**src/verilog/trs_pkg.sv**
```systemverilog
// Package for the triple rail sequencer and supervisor.
// Assumes one 50 MHz clock and comparator results that are already logic levels.
`default_nettype none

package trs_pkg;

    // ------------------------------------------------------------------
    // Clock and timing
    // ------------------------------------------------------------------
    localparam int CLK_HZ = 50000000;
    localparam int OSC_HZ = 250000;
    // Clock cycles per oscillator period; the pump period is twice this.
    localparam int OSC_CYCLES = CLK_HZ / OSC_HZ;
    localparam logic [7:0] OSC_LAST = 8'(OSC_CYCLES - 1);
    localparam logic [7:0] OSC_RESET = 8'h00;

    // Charge pump soft-start time in microseconds.
    localparam int SS_TIME_US = 16000;
    localparam int SS_CYCLES = (CLK_HZ / 1000000) * SS_TIME_US;
    // The ramp climbs through this many steps over the soft-start time.
    localparam int SS_STEPS = 255;
    localparam logic [7:0] RAMP_RESET = 8'h00;
    localparam logic [7:0] RAMP_FULL = 8'hFF;
    localparam logic [19:0] SS_CNT_RESET = 20'h00000;

    // ------------------------------------------------------------------
    // Synchroniser layout
    // ------------------------------------------------------------------
    localparam int SYNC_W = 8;
    localparam int IX_PWR = 0;
    localparam int IX_REF_UP = 1;
    localparam int IX_REF_OK = 2;
    localparam int IX_MAIN_UP = 3;
    localparam int IX_MAIN_OK = 4;
    localparam int IX_NEG_UP = 5;
    localparam int IX_NEG_OK = 6;
    localparam int IX_POS_UP = 7;
    localparam logic [SYNC_W-1:0] SYNC_RESET = 8'h00;

    // ------------------------------------------------------------------
    // Sequencer states, in power-up order
    // ------------------------------------------------------------------
    typedef enum logic [2:0] {
        TRS_OFF = 3'b000,
        TRS_REF = 3'b001,
        TRS_MAIN = 3'b010,
        TRS_NEG = 3'b011,
        TRS_POS = 3'b100,
        TRS_READY = 3'b101
    } trs_state_e;

endpackage : trs_pkg

`default_nettype wire

```
**src/verilog/trs_sequencer.sv**
```systemverilog
// Digital control of a triple-output display bias supply: power-down, power-up
// order, fault supervision, open-drain ready and boost and pump switch timing.
// Assumes comparator results arrive as logic levels and the power stages
// outside follow the switch and enable outputs.
`default_nettype none

// Behaviour
// - 250kHz tick sets the boost switch latch.
// - Trip clears latch until next tick.
// - Pumps switch at 125kHz, two half-cycles.
// - Inverting pump: high side, then low side.
// - Doubling pump: low side, then high side.
// - Boost starts at once, no ramp.
// - Pumps ramp up over 16ms soft-start.
// - Power-down disables all, grounds reference.
// - Startup enables reference, then boost.
// - Inverting pump waits for boost regulation.
// - Doubling pump starts below 120mV feedback.
// - Positive above 1.125V asserts ready low.
// - Any fault releases ready output.
// - Reference and boost fault thresholds flagged.
// - Negative and positive pump faults flagged.
// - Fault stops later rails until recovery.
module trs_sequencer #(
    parameter int SS_CYCLES = trs_pkg::SS_CYCLES
) (
    input wire logic clk,
    input wire logic rst,
    input wire logic power_down_n_input,
    input wire logic ref_above_powerup,
    input wire logic ref_above_fault,
    input wire logic boost_feedback_node_in_reg,
    input wire logic boost_feedback_node_above_fault,
    input wire logic negative_pump_feedback_node_below_start,
    input wire logic negative_pump_feedback_node_below_fault,
    input wire logic positive_pump_feedback_node_above_ready,
    input wire logic positive_pump_feedback_node_above_fault,
    input wire logic boost_trip,
    output logic ref_enable,
    output logic ref_pulldown,
    output logic boost_enable,
    output logic boost_switch_on,
    output logic inverting_enable,
    output logic inverting_high_side_on,
    output logic inverting_low_side_on,
    output logic doubling_enable,
    output logic doubling_low_side_on,
    output logic doubling_high_side_on,
    output logic [7:0] inverting_ramp,
    output logic [7:0] doubling_ramp,
    output logic ready_n_out,
    output logic ready_n_oe,
    output logic [3:0] fault_flags
);

    // ------------------------------------------------------------------
    // State record
    // ------------------------------------------------------------------
    typedef struct packed {
        logic [7:0] osc_cnt;
        logic osc_tick;
        logic half;
        trs_pkg::trs_state_e state;
        logic ref_en;
        logic ref_pd;
        logic main_en;
        logic boost_sw;
        logic neg_en;
        logic neg_hs;
        logic neg_ls;
        logic pos_en;
        logic pos_ls;
        logic pos_hs;
        logic [19:0] neg_ss;
        logic [19:0] pos_ss;
        logic [7:0] neg_ramp;
        logic [7:0] pos_ramp;
        logic rdy_oe;
        logic [3:0] faults;
    } trs_regs_s;

    localparam logic [19:0] SS_STEP_LAST = 20'((SS_CYCLES / trs_pkg::SS_STEPS) - 1);

    trs_regs_s r_q;
    trs_regs_s r_d;
    logic [trs_pkg::SYNC_W-1:0] cmp_s;

    // ------------------------------------------------------------------
    // Comparator synchronisation
    // ------------------------------------------------------------------
    // synchronised inputs.
    trs_sync #(
        .W(trs_pkg::SYNC_W)
    ) u_sync (
        .clk(clk),
        .rst(rst),
        .async_in({positive_pump_feedback_node_above_ready,
                   negative_pump_feedback_node_below_fault,
                   negative_pump_feedback_node_below_start,
                   boost_feedback_node_above_fault,
                   boost_feedback_node_in_reg,
                   ref_above_fault,
                   ref_above_powerup,
                   power_down_n_input}),
        .sync_out(cmp_s)
    );

    // The positive fault comparator does not fit the eight-bit group, so it
    // gets its own one-bit synchroniser with the same two-flop delay.
    logic [0:0] pos_ok_s;
    trs_sync #(
        .W(1)
    ) u_sync_pos (
        .clk(clk),
        .rst(rst),
        .async_in(positive_pump_feedback_node_above_fault),
        .sync_out(pos_ok_s)
    );

    // ------------------------------------------------------------------
    // Next-state logic
    // ------------------------------------------------------------------
    // The boost trip is left unsynchronised: it is a cycle-by-cycle current
    // limit and two cycles of delay would lengthen every switch pulse.
    always_comb begin
        logic ref_flt;
        logic main_flt;
        logic neg_flt;
        logic pos_flt;
        r_d = r_q;
        ref_flt = !cmp_s[trs_pkg::IX_REF_OK];
        main_flt = !cmp_s[trs_pkg::IX_MAIN_OK];
        neg_flt = !cmp_s[trs_pkg::IX_NEG_OK];
        pos_flt = !pos_ok_s[0];

        r_d.osc_tick = (r_q.osc_cnt == trs_pkg::OSC_LAST);
        r_d.osc_cnt = r_d.osc_tick ? trs_pkg::OSC_RESET : r_q.osc_cnt + 8'h01;
        if (r_d.osc_tick) begin
            r_d.half = !r_q.half;
        end

        // Sequencer: TRS_REF to TRS_POS each wait for their rail's power-up threshold.
        unique case (r_q.state)
            trs_pkg::TRS_OFF: begin
                r_d.state = trs_pkg::TRS_REF;
            end
            trs_pkg::TRS_REF: begin
                if (cmp_s[trs_pkg::IX_REF_UP]) begin
                    r_d.state = trs_pkg::TRS_MAIN;
                end
            end
            trs_pkg::TRS_MAIN: begin
                if (cmp_s[trs_pkg::IX_MAIN_UP]) begin
                    r_d.state = trs_pkg::TRS_NEG;
                end
            end
            trs_pkg::TRS_NEG: begin
                if (cmp_s[trs_pkg::IX_NEG_UP]) begin
                    r_d.state = trs_pkg::TRS_POS;
                end
            end
            trs_pkg::TRS_POS: begin
                if (cmp_s[trs_pkg::IX_POS_UP]) begin
                    r_d.state = trs_pkg::TRS_READY;
                end
            end
            trs_pkg::TRS_READY: begin
                r_d.state = trs_pkg::TRS_READY;
            end
            default: begin
                r_d.state = trs_pkg::TRS_OFF;
            end
        endcase

        // earliest faulted rail wins; later rails drop.
        if (r_q.state >= trs_pkg::TRS_MAIN && ref_flt) begin
            r_d.state = trs_pkg::TRS_REF;
        end else if (r_q.state >= trs_pkg::TRS_NEG && main_flt) begin
            r_d.state = trs_pkg::TRS_MAIN;
        end else if (r_q.state >= trs_pkg::TRS_POS && neg_flt) begin
            r_d.state = trs_pkg::TRS_NEG;
        end else if (r_q.state == trs_pkg::TRS_READY && pos_flt) begin
            r_d.state = trs_pkg::TRS_POS;
        end

        if (!cmp_s[trs_pkg::IX_PWR]) begin
            r_d.state = trs_pkg::TRS_OFF;
        end

        // Enables follow the state in power-up order.
        r_d.ref_en = (r_d.state != trs_pkg::TRS_OFF);
        r_d.ref_pd = !r_d.ref_en;
        r_d.main_en = (r_d.state >= trs_pkg::TRS_MAIN);
        r_d.neg_en = (r_d.state >= trs_pkg::TRS_NEG);
        r_d.pos_en = (r_d.state >= trs_pkg::TRS_POS);
        // ready pulled low once sequence completes.
        // any fault releases it via the state fall-back.
        r_d.rdy_oe = (r_d.state == trs_pkg::TRS_READY);
        r_d.faults = {pos_flt, neg_flt, main_flt, ref_flt};

        // boost switches from its first tick, no ramp.
        if (!r_d.main_en) begin
            r_d.boost_sw = 1'b0;
        end else if (r_d.osc_tick) begin
            r_d.boost_sw = 1'b1;
        end else if (boost_trip) begin
            r_d.boost_sw = 1'b0;
        end

        r_d.neg_hs = r_d.neg_en && !r_d.half;
        r_d.neg_ls = r_d.neg_en && r_d.half;
        r_d.pos_ls = r_d.pos_en && !r_d.half;
        r_d.pos_hs = r_d.pos_en && r_d.half;

        // soft-start ramps; each pump restarts its ramp when re-enabled.
        if (!r_d.neg_en) begin
            r_d.neg_ss = trs_pkg::SS_CNT_RESET;
            r_d.neg_ramp = trs_pkg::RAMP_RESET;
        end else if (r_q.neg_ramp != trs_pkg::RAMP_FULL) begin
            if (r_q.neg_ss == SS_STEP_LAST) begin
                r_d.neg_ss = trs_pkg::SS_CNT_RESET;
                r_d.neg_ramp = r_q.neg_ramp + 8'h01;
            end else begin
                r_d.neg_ss = r_q.neg_ss + 20'h00001;
            end
        end
        if (!r_d.pos_en) begin
            r_d.pos_ss = trs_pkg::SS_CNT_RESET;
            r_d.pos_ramp = trs_pkg::RAMP_RESET;
        end else if (r_q.pos_ramp != trs_pkg::RAMP_FULL) begin
            if (r_q.pos_ss == SS_STEP_LAST) begin
                r_d.pos_ss = trs_pkg::SS_CNT_RESET;
                r_d.pos_ramp = r_q.pos_ramp + 8'h01;
            end else begin
                r_d.pos_ss = r_q.pos_ss + 20'h00001;
            end
        end
    end

    // ------------------------------------------------------------------
    // State register
    // ------------------------------------------------------------------
    // Reset holds every rail off with the reference pulled to ground.
    always_ff @(posedge clk or posedge rst) begin
        if (rst) begin
            r_q <= '{osc_cnt: trs_pkg::OSC_RESET, state: trs_pkg::TRS_OFF, ref_pd: 1'b1,
                     neg_ss: trs_pkg::SS_CNT_RESET, pos_ss: trs_pkg::SS_CNT_RESET,
                     neg_ramp: trs_pkg::RAMP_RESET, pos_ramp: trs_pkg::RAMP_RESET,
                     faults: 4'h0, default: 1'b0};
        end else begin
            r_q <= r_d;
        end
    end

    // Outputs come straight from the state record, except the constant ready_n_out.
    assign ref_enable = r_q.ref_en;
    assign ref_pulldown = r_q.ref_pd;
    assign boost_enable = r_q.main_en;
    assign boost_switch_on = r_q.boost_sw;
    assign inverting_enable = r_q.neg_en;
    assign inverting_high_side_on = r_q.neg_hs;
    assign inverting_low_side_on = r_q.neg_ls;
    assign doubling_enable = r_q.pos_en;
    assign doubling_low_side_on = r_q.pos_ls;
    assign doubling_high_side_on = r_q.pos_hs;
    assign inverting_ramp = r_q.neg_ramp;
    assign doubling_ramp = r_q.pos_ramp;
    assign ready_n_out = 1'b0; // Open drain: only ever pulls low.
    assign ready_n_oe = r_q.rdy_oe;
    assign fault_flags = r_q.faults;
endmodule : trs_sequencer

`default_nettype wire

```
**src/verilog/trs_sync.sv**
```systemverilog
// Two-stage synchroniser for a group of comparator levels.
// Assumes the levels change slowly compared with the clock.
`default_nettype none

module trs_sync #(
    parameter int W = 8
) (
    input wire logic clk,
    input wire logic rst,
    input wire logic [W-1:0] async_in,
    output logic [W-1:0] sync_out
);

    logic [W-1:0] stage1_q;

    // ------------------------------------------------------------------
    // Two flops; only the second stage is visible outside.
    // ------------------------------------------------------------------
    // comparator synchronisation.
    always_ff @(posedge clk or posedge rst) begin
        if (rst) begin
            stage1_q <= '0;
            sync_out <= '0;
        end else begin
            stage1_q <= async_in;
            sync_out <= stage1_q;
        end
    end

endmodule : trs_sync

`default_nettype wire
```
**config.mk**
```make
export PLATFORM = sky130hd
export DESIGN_NAME = trs_sequencer
export DESIGN_NICKNAME = d
export VERILOG_FILES = /design/src/verilog/trs_pkg.sv /design/src/verilog/trs_sequencer.sv /design/src/verilog/trs_sync.sv
export SDC_FILE = /design/constraint.sdc
export NUM_CORES = 1
export LEC_CHECK = 0
export BUFFER_PORTS_ARGS = -buffer_cell sky130_fd_sc_hd__buf_2
export CORE_MARGIN = 8
export CORE_UTILIZATION = 55
export DETAILED_ROUTE_END_ITERATION = 10
export PLACE_DENSITY_LB_ADDON = 0.2
export SLEW_MARGIN = 20
export SYNTH_ARGS = -nofsm -noshare
export SYNTH_HDL_FRONTEND = slang
export SYNTH_SLANG_ARGS = --single-unit
```
**constraint.sdc**
```tcl
create_clock -name clk -period 6.35 [get_ports clk]
set_input_delay 0 -clock clk [delete_from_list [all_inputs] [get_ports clk]]
set_output_delay 0 -clock clk [all_outputs]
set_load 0.01 [all_outputs]
```
==> results by group, run 1 <==
Status
  – Status: completed

Drt
  – Vias: 3311
  – DR DRC count: 0
  – Pre-antenna DRT Iters: 4
  – WL/cell: between 15 and 20 um
  – DR iter-0 viols: 129
  – Via density: about 5.5
  – Post-Route WL: 9310 um
  – Routed Antenna Nets: 0

Floorplanning
  – Die area: ~12000 um^2
  – Die Y: about 110 um
  – Placeable Area: 8260 um^2
  – Die width: around 110 um
  – I/O pins: 44
  – Cell Rows: 33
  – Initial Utilization: 0.571

Finish
  – Finished Core Util: 0.624
  – Final nets: 508
  – Fillers: 707
  – Antenna diodes: 0
  – Layout cells sized above 1: 0.150
  – P&R area growth vs syn: 9.24%

Timing
  – Setup TNS: 0 ps
  – Relative slew slack: 0.474
  – Fin crit period: 2890 ps
  – Unrepaired setup endpoints after global routing: false
  – Max Slew Vio Count: 0
  – Fmax: 0.345 GHz
  – Setup violations, final: 0
  – Fin crit share: 0.456
  – Skew final: 17.1 ps
  – Final-report hold violation count: 0
  – Worst-Margin Slew: 789 ps

Yosys
  – Post-synth EDFFs: 0
  – Ys Warns: 0
  – Syn Inst Count: 458
  – Syn_nets: ~480
  – Asr flop ratio synth: 1.00
  – Mapped Area: roughly 4700 um^2
  – Number of library cell types mapped by synthesis: 54
  – Synth Flop Type: dfrtp_1
  – Post-synthesis sequential area ratio: 0.536
  – Mean Syn Cell Area: 10.3 um^2
  – Seq cells post-synth: 101

Pwr
  – P per Cell Area: 229 nW/um^2
  – Maximum VDD drop: 0.000188 V
  – Int Pwr: 0.875 mW
  – Clock power share: 0.380
  – Reg power frac: 0.565
  – Sw Pwr: 0.304 mW
  – Switching portion of total power: 0.258
  – P_leak: 2.35 nW
  – Pwr Total: about 1.2 mW
  – Combinational Power Share: 0.055

Clock network
  – Worst-path clk slew: 110 ps
  – Root buffer cell: clkbuf_8
  – Max Root-Sink Buffers: 2
  – Clk sinks: 101
  – H-tree levels: 3
  – Worst-Skew Late Latency: ~380 ps
  – CTS buffer count: 9
  – CTS tree: yes

Global route
  – Vias in the first global route: 3290
  – GRT Overall Usage: 0.169
  – Initial antenna violation count: 0
  – Largest net degree at the start of global routing: between 50 and 60
  – First-pass GRT wire length: 15900 um
  – Remaining Overflow, GRT: 0

Critical path
  – Crit path max fanout: 22
  – Crit path DAT: roughly 3200 ps
  – Worst EP required: 6610 ps
  – Setup Crit Path Kind: flip-flop to flip-flop
  – Critical path launch point type: flip-flop
  – Worst setup EP type: flip-flop

Place
  – Number of I/O port buffers: 42
  – Detailed placement HPWL: approximately 6300 um
  – Final GP Congestion: 0.845

Worst hold path
  – Worst Hold Class: input pin to asynchronous set/reset pin

Run
  – Max-cap violation count: 0
-- per-stage QoR --
step	std cells	setup slack, ps	area (um^2)	hold slack, ps
after floorplan	458	3700	4710	31.4
after global placement	572	3670	4820	93.3
after detailed placement	572	3490	4820	102
after CTS	599	3460	5150	231
after global routing	599	3210	5150	245
final	599	3460	5150	225
-- registers in the layout (all words and copies together) (netlist names) --
name and flops:
u_sync_pos.sync_out 1, doubling_high_side_on 1, r_q 52, doubling_enable 1, inverting_high_side_on 1, u_sync_pos.stage1_q 1, doubling_low_side_on 1, u_sync.stage1_q 8
boost_switch_on 1, inverting_enable 1, ready_n_oe 1, inverting_low_side_on 1, u_sync.sync_out 8, doubling_ramp 8, inverting_ramp 8, fault_flags 4
ref_enable 1, ref_pulldown 1, boost_enable 1
-- power by group through the flow --
| stage | logic (mW) | clock network, mW | registers (mW) |
|---|---|---|---|
| after global placement | 0.0590 | 0 | 0.677 |
| after CTS | 0.0665 | 0.460 | 0.666 |
| final | 0.0653 | 0.448 | 0.666 |
| after floorplan | 0.0444 | 0 | 0.677 |
| after detailed placement | 0.0612 | 0 | 0.678 |
| after global routing | 0.0741 | 0.480 | 0.668 |
-- final cells by class --
class / instances / area (um^2) / area share
Inverter: 25 / 96.3 / 0.0187
Sequential cell: 101 / 2530 / 0.491
Clock inverter: 7 / 100 / 0.0194
Timing Repair Buffer: 54 / 328 / 0.0637
Tap cell: 105 / 131 / 0.0255
Multi-Input combinational cell: 298 / 1840 / 0.358
Clock buffer: 9 / 124 / 0.0241
-- final timing paths --
| path | endpoint | depth (start not counted) | slack, ps | start |
|---|---|---|---|---|
| hold reg to reg | u_sync.sync_out[1] | 0 | 360 | u_sync.stage1_q[1] |
| min in group clk | u_sync.stage1_q[6] | 2 | 260 | negative_pump_feedback_node_below_fault |
| max in group asynchronous | r_q[55] | 4 | 5020 | rst |
| hold / removal | u_sync_pos.stage1_q | 3 | 220 | rst |
| setup / recovery | r_q[43] | 6 | 3460 | r_q[73] |
| setup reg to reg | r_q[43] | 6 | 3460 | r_q[73] |
-- layout by cell type, fill, tap and decap left out, types with 4 or more instances in the layout --
cell type and count:
dfrtp_1 100, nor2_1 70, buf_2 42, xor2_1 28, nand3_1 27, inv_1 23
nand2_1 23, nand4_1 19, xnor2_1 18, a21oi_1 18, and3_1 11, dlygate4sd3_1 11
o21ai_0 9, clkbuf_8 9, ha_1 7, and2_1 6, nor2b_1 5, nor4_1 4
nor3_1 4, or3_1 4
-- synth_stat cells (3+ instances only) --
cell type	n	share of area
or3_1	4	0.0053
xnor2_1	18	0.033
o21ai_0	9	0.0096
ha_1	7	0.019
buf_2	5	0.0053
nor4_1	4	0.0053
nor3_1	4	0.0042
clkbuf_1	3	0.0024
xor2_1	28	0.052
nor3b_1	3	0.0048
a21oi_1	18	0.019
and3_1	11	0.015
buf_6	5	0.012
a311oi_1	3	0.0056
nand2_1	23	0.018
nand3_1	27	0.029
nor2b_1	5	0.0066
nand4_1	19	0.025
nor4b_1	3	0.0056
dfrtp_1	100	0.53
inv_1	24	0.019
and2_1	6	0.0080
buf_4	21	0.033
and4_1	3	0.0056
nor2_1	70	0.056
-- logic make-up after synthesis --
logic type	synth area share
buffers and inverters	0.0730
adders and majority gates	0.0186
xor gates and xnor gates	0.0855
AOI/OAI and AO/OA	0.0740
DFF	0.536
other	0.000795
muxes	0.00902
and+or+nand+nor	0.203
-- timing repair --
action                    4_1_cts  5_1_grt
hold endpoints to repair       55        0
hold buffers                   11        0
resized for setup               0        0
setup buffers                   0        0
-- metal layers --
layer  global-route usage  wire length (um)  vias to the layer above
met2                0.259              4360                       64
li1                     -                 -                     1596
met3               0.0500               483                       11
met1                0.226              4330                     1640
met5                    0                 0                        -
met4               0.0547               136                        0
-- worst max-delay path: stages, from the launching register on --
cell and delay, ps:
dfrtp_1 470, and4b_1 300, o211ai_2 130, or2_1 540, o21ai_2 370, nand3_2 510
a311oi_1 440
Note: power is estimated with default switching activity, not from simulation.
==> run 2, diff against run 1 <==
==> constraint.sdc (replaced) <==
create_clock -name clk -period 2.9 [get_ports clk]
set_input_delay 0 -clock clk [delete_from_list [all_inputs] [get_ports clk]]
set_output_delay 0 -clock clk [all_outputs]
set_load 0.01 [all_outputs]
==> results by group, run 2 (same netlist as run 1, synthesis figures left out) <==
Timing
  – Worst-Margin Slew: 659 ps (was 789 ps)
  – Fin Hold WS: 71.6 ps (was 225 ps)
  – Fin crit share: 0.858 (was 0.456)
  – Max Slew Vio Count: 0 (unchanged)
  – Unrepaired setup endpoints after global routing: false (unchanged)
  – Relative slew slack: 0.555 (was 0.474)
  – Fmax: 0.402 GHz (was 0.345 GHz)
  – Skew final: 9.82 ps (was 17.1 ps)
  – Setup TNS: 0 ps (unchanged)
  – Final-report hold violation count: 0 (unchanged)
  – Setup violations, final: 0 (unchanged)
  – Fin crit period: 2490 ps (was 2890 ps)

Floorplanning
  – I/O pins: 44 (unchanged)
  – Initial Utilization: 0.571 (unchanged)
  – Die area: 11800 um^2 (unchanged)
  – Die Y: 109 um (unchanged)
  – Placeable Area: 8260 um^2 (unchanged)
  – Cell Rows: 33 (unchanged)
  – Die width: 109 um (unchanged)

Drt
  – DR iter-0 viols: 133 (was 129)
  – DR DRC count: 0 (unchanged)
  – WL/cell: 14.8 um (was 15.5 um)
  – Routed wl met3: 510 um (was 483 um)
  – Pre-antenna DRT Iters: 4 (unchanged)
  – Post-Route WL: 8920 um (was 9310 um)
  – Routed Antenna Nets: 0 (unchanged)
  – M1 wire length: 4090 um (was 4330 um)
  – Vias: 3236 (was 3311)
  – Via density: 5.38 (was 5.53)
  – Wire length on met2: 4190 um (was 4360 um)
  – Top Metal Used: met4 (unchanged)

Pwr
  – Maximum VDD drop: 0.000348 V (was 0.000188 V)
  – P_leak: 2.35 nW (about the same)
  – Combinational Power Share: 0.058 (was 0.055)
  – P per Cell Area: 482 nW/um^2 (was 229 nW/um^2)
  – Reg power frac: 0.588 (was 0.565)
  – Clock power share: 0.354 (was 0.380)
  – Sw Pwr: 0.654 mW (was 0.304 mW)
  – Switching portion of total power: 0.264 (was 0.258)
  – Pwr Total: 2.48 mW (was 1.18 mW)
  – Int Pwr: 1.82 mW (was 0.875 mW)

Critical path
  – Reg-to-reg startpoint: r_q[71] (was r_q[73])
  – Crit path DAT: 2760 ps (was 3150 ps)
  – Worst R2R Path Depth: 6 (unchanged)
  – CP endpoint: r_q[43] (unchanged)
  – Critical path launch point type: flip-flop (unchanged)
  – Crit. Startpoint: r_q[71] (was r_q[73])
  – Crit path max fanout: 22 (unchanged)
  – Worst reg2reg setup slack: 410 ps (was 3460 ps)
  – Worst EP required: 3170 ps (was 6610 ps)
  – Worst setup EP type: flip-flop (unchanged)
  – Setup Crit Path Kind: flip-flop to flip-flop (unchanged)
  – R2R Path End: r_q[43] (unchanged)

Finish
  – Register area: 2530 um^2 (unchanged)
  – Fillers: 708 (was 707)
  – Commonest non-fill, non-tap cell in the layout: dfrtp_1 (unchanged)
  – Largest Register: r_q (unchanged)
  – Antenna diodes: 0 (unchanged)
  – Finished Core Util: 0.623 (was 0.624)
  – Area taken by multi-input logic gates: 1840 um^2 (unchanged)
  – Most frequent cells in the layout: dfrtp_1, nor2_1, buf_2 (unchanged)
  – Layout cells sized above 1: 0.153 (was 0.150)
  – Max reg flops: 52 (unchanged)
  – Final nets: 510 (was 508)
  – P&R area growth vs syn: 9.05% (was 9.24%)

Clock network
  – Max Root-Sink Buffers: 2 (unchanged)
  – H-tree levels: 3 (unchanged)
  – CTS buffer count: 9 (unchanged)
  – Worst-path clk slew: 110 ps (about the same)
  – Clk sinks: 101 (unchanged)
  – CTS tree: yes (unchanged)
  – Root buffer cell: clkbuf_8 (unchanged)
  – Worst-Skew Late Latency: 370 ps (was 380 ps)

Global route
  – Remaining Overflow, GRT: 0 (unchanged)
  – First-pass GRT wire length: 15500 um (was 15900 um)
  – Vias in the first global route: 3251 (was 3290)
  – Initial antenna violation count: 0 (unchanged)
  – Largest net degree at the start of global routing: 89 (was 57)
  – GRT Overall Usage: 0.166 (was 0.169)

Worst hold path
  – Worst Hold Class: input pin to asynchronous set/reset pin (unchanged)

Run
  – Max-cap violation count: 0 (unchanged)

Status
  – Status: completed (unchanged)

Place
  – Number of I/O port buffers: 42 (unchanged)
  – Final GP Congestion: 0.841 (was 0.845)
  – Detailed placement HPWL: 6110 um (was 6330 um)
==> run 2: worst min path at each step <==
stage                    endpoint  slack [ps]  cells past startpoint
2_1_floorplan  u_sync.stage1_q[0]          30                      0
3_3_place_gp   u_sync.stage1_q[3]         -80                      2
3_5_place_dp   u_sync.stage1_q[1]         -70                      2
4_1_cts        u_sync.stage1_q[3]          60                      3
5_1_grt        u_sync.stage1_q[4]          70                      3
6_report       u_sync.stage1_q[3]          70                      3
==> run 2: metrics by stage <==
stage	std cells	instance area, um^2	setup slack (ps)
global placement	574	4840	554
finish	601	5140	411
detailed placement	574	4840	400
global route	601	5140	171
floorplan	458	4710	255
CTS	601	5140	410
==> run 2: area by class of cell <==
class,count,share of cell area
clock buffer,9,0.0241
tap,105,0.0256
timing repair buffer,56,0.0691
multi-input combinational,298,0.358
sequential,101,0.492
clock inverter,7,0.0124
inverter,25,0.0187
==> run 2: critical path: stages, from the launching register on <==
cell,delay (ps)
dfrtp_1,490
and2_1,180
o21ai_0,160
a32oi_1,120
o21ai_2,520
nand3_2,500
a311oi_1,410
==> run 2: repair_timing <==
action                                 in CTS  in global routing
hold buffers                               11                  0
buffers inserted                            0                  0
endpoints found under the hold margin     110                  0
gates resized for setup                     0                  0
setup endpoints to repair                   0                  0
==> run 2: per-layer routing <==
| metal | vias to the layer above | track usage |
|---|---|---|
| met2 | 61 | 0.262 |
| met1 | 1577 | 0.209 |
| met3 | 8 | 0.0506 |
| li1 | 1590 | - |
| met4 | 0 | 0.0655 |
| met5 | - | 0 |
==> run 2: power groups by stage <==
stage / clock network (mW) / logic [mW] / registers [mW]
2_1_floorplan: 0 / 0.0973 / 1.48
6_report: 0.876 / 0.144 / 1.46
3_3_place_gp: 0 / 0.131 / 1.48
4_1_cts: 0.905 / 0.147 / 1.46
3_5_place_dp: 0 / 0.135 / 1.48
5_1_grt: 0.950 / 0.164 / 1.46
==> run 3, diff against run 2 <==
--- a/config.mk
+++ b/config.mk
@@ -5,10 +5,11 @@
 export SDC_FILE = /design/constraint.sdc
 export NUM_CORES = 1
 export LEC_CHECK = 0
-export BUFFER_PORTS_ARGS = -buffer_cell sky130_fd_sc_hd__buf_2
+export ABC_AREA = 1
 export CORE_MARGIN = 8
 export CORE_UTILIZATION = 55
 export DETAILED_ROUTE_END_ITERATION = 10
+export DONT_BUFFER_PORTS = 1
 export PLACE_DENSITY_LB_ADDON = 0.2
 export SLEW_MARGIN = 20
 export SYNTH_ARGS = -nofsm -noshare
==> results by group, run 3 <==
Yosys
  – Post-synthesis sequential area ratio: 0.458 (was 0.536)
  – Mapped Area: 5520 um^2 (was 4710 um^2)
  – Syn Inst Count: 699 (was 458)
  – Seq cells post-synth: 101 (unchanged)
  – Main combinational cell family by area after synthesis: simple AND/OR/NAND/NOR gates (unchanged)
  – Syn_nets: 718 (was 477)
  – Commonest cells post-synth: nand2_1, inv_1, dfrtp_1 (was dfrtp_1, nor2_1, xor2_1)
  – Ys Warns: 0 (unchanged)
  – Post-Synth Simple-Gate Area: 0.318 (was 0.203)
  – Top-count cell post-synth: nand2_1 (was dfrtp_1)
  – Post-synthesis xor/xnor area fraction: 0.0381 (was 0.0855)
  – Post-synthesis compound-gate area fraction: 0.0463 (was 0.0740)
  – Asr flop ratio synth: 1.00 (unchanged)
  – Number of library cell types mapped by synthesis: 35 (was 54)
  – Synth Flop Type: dfrtp_1 (unchanged)
  – Post-synth EDFFs: 0 (unchanged)
  – Mean Syn Cell Area: 7.89 um^2 (was 10.3 um^2)
  – Post-Synth Adder-Cell Area: 0.0159 (was 0.0186)
  – Share of the synthesized area in the top cell type: 0.454 (was 0.531)
  – Post-synthesis mux area share: 0 (was 0.00902)
  – Main area contributors after synthesis: dfrtp_1, nand2_1, nand4_1, inv_1, nor2_1 (was dfrtp_1, nor2_1, xor2_1, buf_4, xnor2_1)
  – Yosys top cell by area: dfrtp_1 (unchanged)

Timing
  – Setup violations, final: 0 (unchanged)
  – Setup ws final: 542 ps (was 411 ps)
  – Fin crit period: 2360 ps (was 2490 ps)
  – Worst-Margin Slew: 895 ps (was 659 ps)
  – Fin Hold WS: 191 ps (was 71.6 ps)
  – Max Slew Vio Count: 0 (unchanged)
  – Fmax: 0.424 GHz (was 0.402 GHz)
  – Setup TNS: 0 ps (unchanged)
  – Final-report hold violation count: 0 (unchanged)
  – Unrepaired setup endpoints after global routing: false (unchanged)
  – Relative slew slack: 0.400 (was 0.555)
  – Fin crit share: 0.813 (was 0.858)
  – Skew final: 10.2 ps (was 9.82 ps)

Drt
  – M1 wire length: 5170 um (was 4090 um)
  – Routed wl met3: 599 um (was 510 um)
  – Wire length on met2: 5500 um (was 4190 um)
  – Top Metal Used: met4 (unchanged)
  – Post-Route WL: 11400 um (was 8920 um)
  – DR iter-0 viols: 281 (was 133)
  – Vias: 4427 (was 3236)
  – Pre-antenna DRT Iters: 4 (unchanged)
  – Routed Antenna Nets: 0 (unchanged)
  – WL/cell: 13.9 um (was 14.8 um)
  – DR DRC count: 0 (unchanged)
  – Via density: 5.38 (about the same)

Floorplanning
  – Placeable Area: 9770 um^2 (was 8260 um^2)
  – Initial Utilization: 0.565 (was 0.571)
  – Die width: 116 um (was 109 um)
  – Die Y: 116 um (was 109 um)
  – Cell Rows: 36 (was 33)
  – Die area: 13500 um^2 (was 11800 um^2)
  – I/O pins: 44 (unchanged)

Place
  – Worst slack at placement: 575 ps (was 400 ps)
  – Placed cell area: 5450 um^2 (was 4840 um^2)
  – Detailed placement HPWL: 8280 um (was 6110 um)
  – Number of I/O port buffers: 0 (was 42)
  – Placed Cells: 796 (was 574)
  – Final GP Congestion: 0.892 (was 0.841)

Finish
  – Antenna diodes: 0 (unchanged)
  – P&R area growth vs syn: 4.04% (was 9.05%)
  – Layout cells sized above 1: 0.0551 (was 0.153)
  – Non-Filler Cell Area, Final: 5740 um^2 (was 5140 um^2)
  – Finished Core Util: 0.587 (was 0.623)
  – Max reg flops: 52 (unchanged)
  – Fillers: 901 (was 708)
  – Final nets: 704 (was 510)
  – Largest Register: r_q (unchanged)
  – Finished Layout Cells: 823 (was 601)
  – Most frequent cells in the layout: nand2_1, inv_1, dfrtp_1 (was dfrtp_1, nor2_1, buf_2)
  – Commonest non-fill, non-tap cell in the layout: nand2_1 (was dfrtp_1)
  – Register area: 2530 um^2 (unchanged)
  – Area taken by multi-input logic gates: 2310 um^2 (was 1840 um^2)

Critical path
  – Worst path max stage delay: 460 ps (was 520 ps)
  – Worst EP required: 3180 ps (was 3170 ps)
  – Worst setup EP type: flip-flop (unchanged)
  – Crit path DAT: 2640 ps (was 2760 ps)
  – CP dominant cell by count: nand2_1
  – Cell Chain, Critical Path: inv_2, nand2_1, a21boi_2, nand3_2, nand2_1, buf_4, nand2_1, a21oi_1 (was and2_1, o21ai_0, a32oi_1, o21ai_2, nand3_2, a311oi_1)
  – CP Buf/Inv Count: 2 (was 0)
  – Crit path max-delay family: simple AND/OR/NAND/NOR gates (was compound AO/OA/AOI/OAI gates)
  – Crit-path slowest cell: dfrtp_1 (was o21ai_2)
  – Crit path max fanout: 42 (was 22)
  – Critical path launch point type: flip-flop (unchanged)
  – Setup Crit Path Kind: flip-flop to flip-flop (unchanged)

Clock network
  – Worst-path clk slew: 90 ps (was 110 ps)
  – Max Root-Sink Buffers: 2 (unchanged)
  – H-tree levels: 3 (unchanged)
  – Worst-Skew Late Latency: 360 ps (was 370 ps)
  – # resized after CTS: 0 (unchanged)
  – CTS tree: yes (unchanged)
  – Root buffer cell: clkbuf_8 (unchanged)
  – Clk sinks: 101 (unchanged)
  – CTS buffer count: 9 (unchanged)

Global route
  – Vias in the first global route: 4251 (was 3251)
  – GRT Overall Usage: 0.181 (was 0.166)
  – Largest net degree at the start of global routing: 57 (was 89)
  – Remaining Overflow, GRT: 0 (unchanged)
  – Initial antenna violation count: 0 (unchanged)
  – First-pass GRT wire length: 19700 um (was 15500 um)

Worst hold path
  – Worst Hold Class: input pin to flip-flop (was input pin to asynchronous set/reset pin)

Status
  – Status: completed (unchanged)

Pwr
  – Maximum VDD drop: 0.000257 V (was 0.000348 V)
  – Pwr Total: 2.68 mW (was 2.48 mW)
  – P per Cell Area: 466 nW/um^2 (was 482 nW/um^2)
  – P_leak: 2.73 nW (was 2.35 nW)

Run
  – Max-cap violation count: 0 (unchanged)
run 3: final timing paths:
path	startpoint	to	slack (ps)	cells past startpoint
worst max-delay path	r_q[73]	inverting_ramp[1]	540	8
worst min-delay path	negative_pump_feedback_node_below_start	u_sync.stage1_q[5]	190	1
worst max register to register	r_q[73]	inverting_ramp[1]	540	8
worst min register to register	u_sync.stage1_q[6]	u_sync.sync_out[6]	350	0
max in group asynchronous	rst	r_q[43]	1900	3
min in group asynchronous	rst	r_q[24]	230	2
run 3: kinds of logic after synthesis:
kind of cell | count (synthesis)
buf+inv | 148
xor+xnor | 24
fa+ha+maj | 7
compound gates | 45
flops | 101
simple gates | 373
other cells | 1
run 3: repair_timing:
action / CTS / global route
hold endpoints to repair: 63 / 0
buffers inserted: 0 / 0
hold buffers: 11 / 0
run 3: cell type report:
class | instances | share of cell area
multi-input combinational | 450 | 0.403
tap | 133 | 0.0290
inverter | 106 | 0.0697
sequential | 101 | 0.440
timing repair buffer | 17 | 0.0270
clock inverter | 2 | 0.00283
clock buffer | 14 | 0.0283
run 3: power by group:
part           switching, mW  internal [mW]  leakage (nW)
clock                  0.462          0.364        0.0873
combinational          0.250         0.0806          1.31
sequential            0.0565           1.46          1.34
run 3: worst reg2reg max path, stage by stage, from the launching register on:
cell      delay [ps]
dfrtp_1          460
inv_2            120
nand2_1           90
a21boi_2         200
nand3_2          290
nand2_1          160
buf_4            370
nand2_1          380
a21oi_1          220
run 3: layer usage:
layer	vias to the layer above	GRT usage
met1	2102	0.222
met5	-	0
met2	81	0.304
li1	2233	-
met3	11	0.0512
met4	0	0.0545
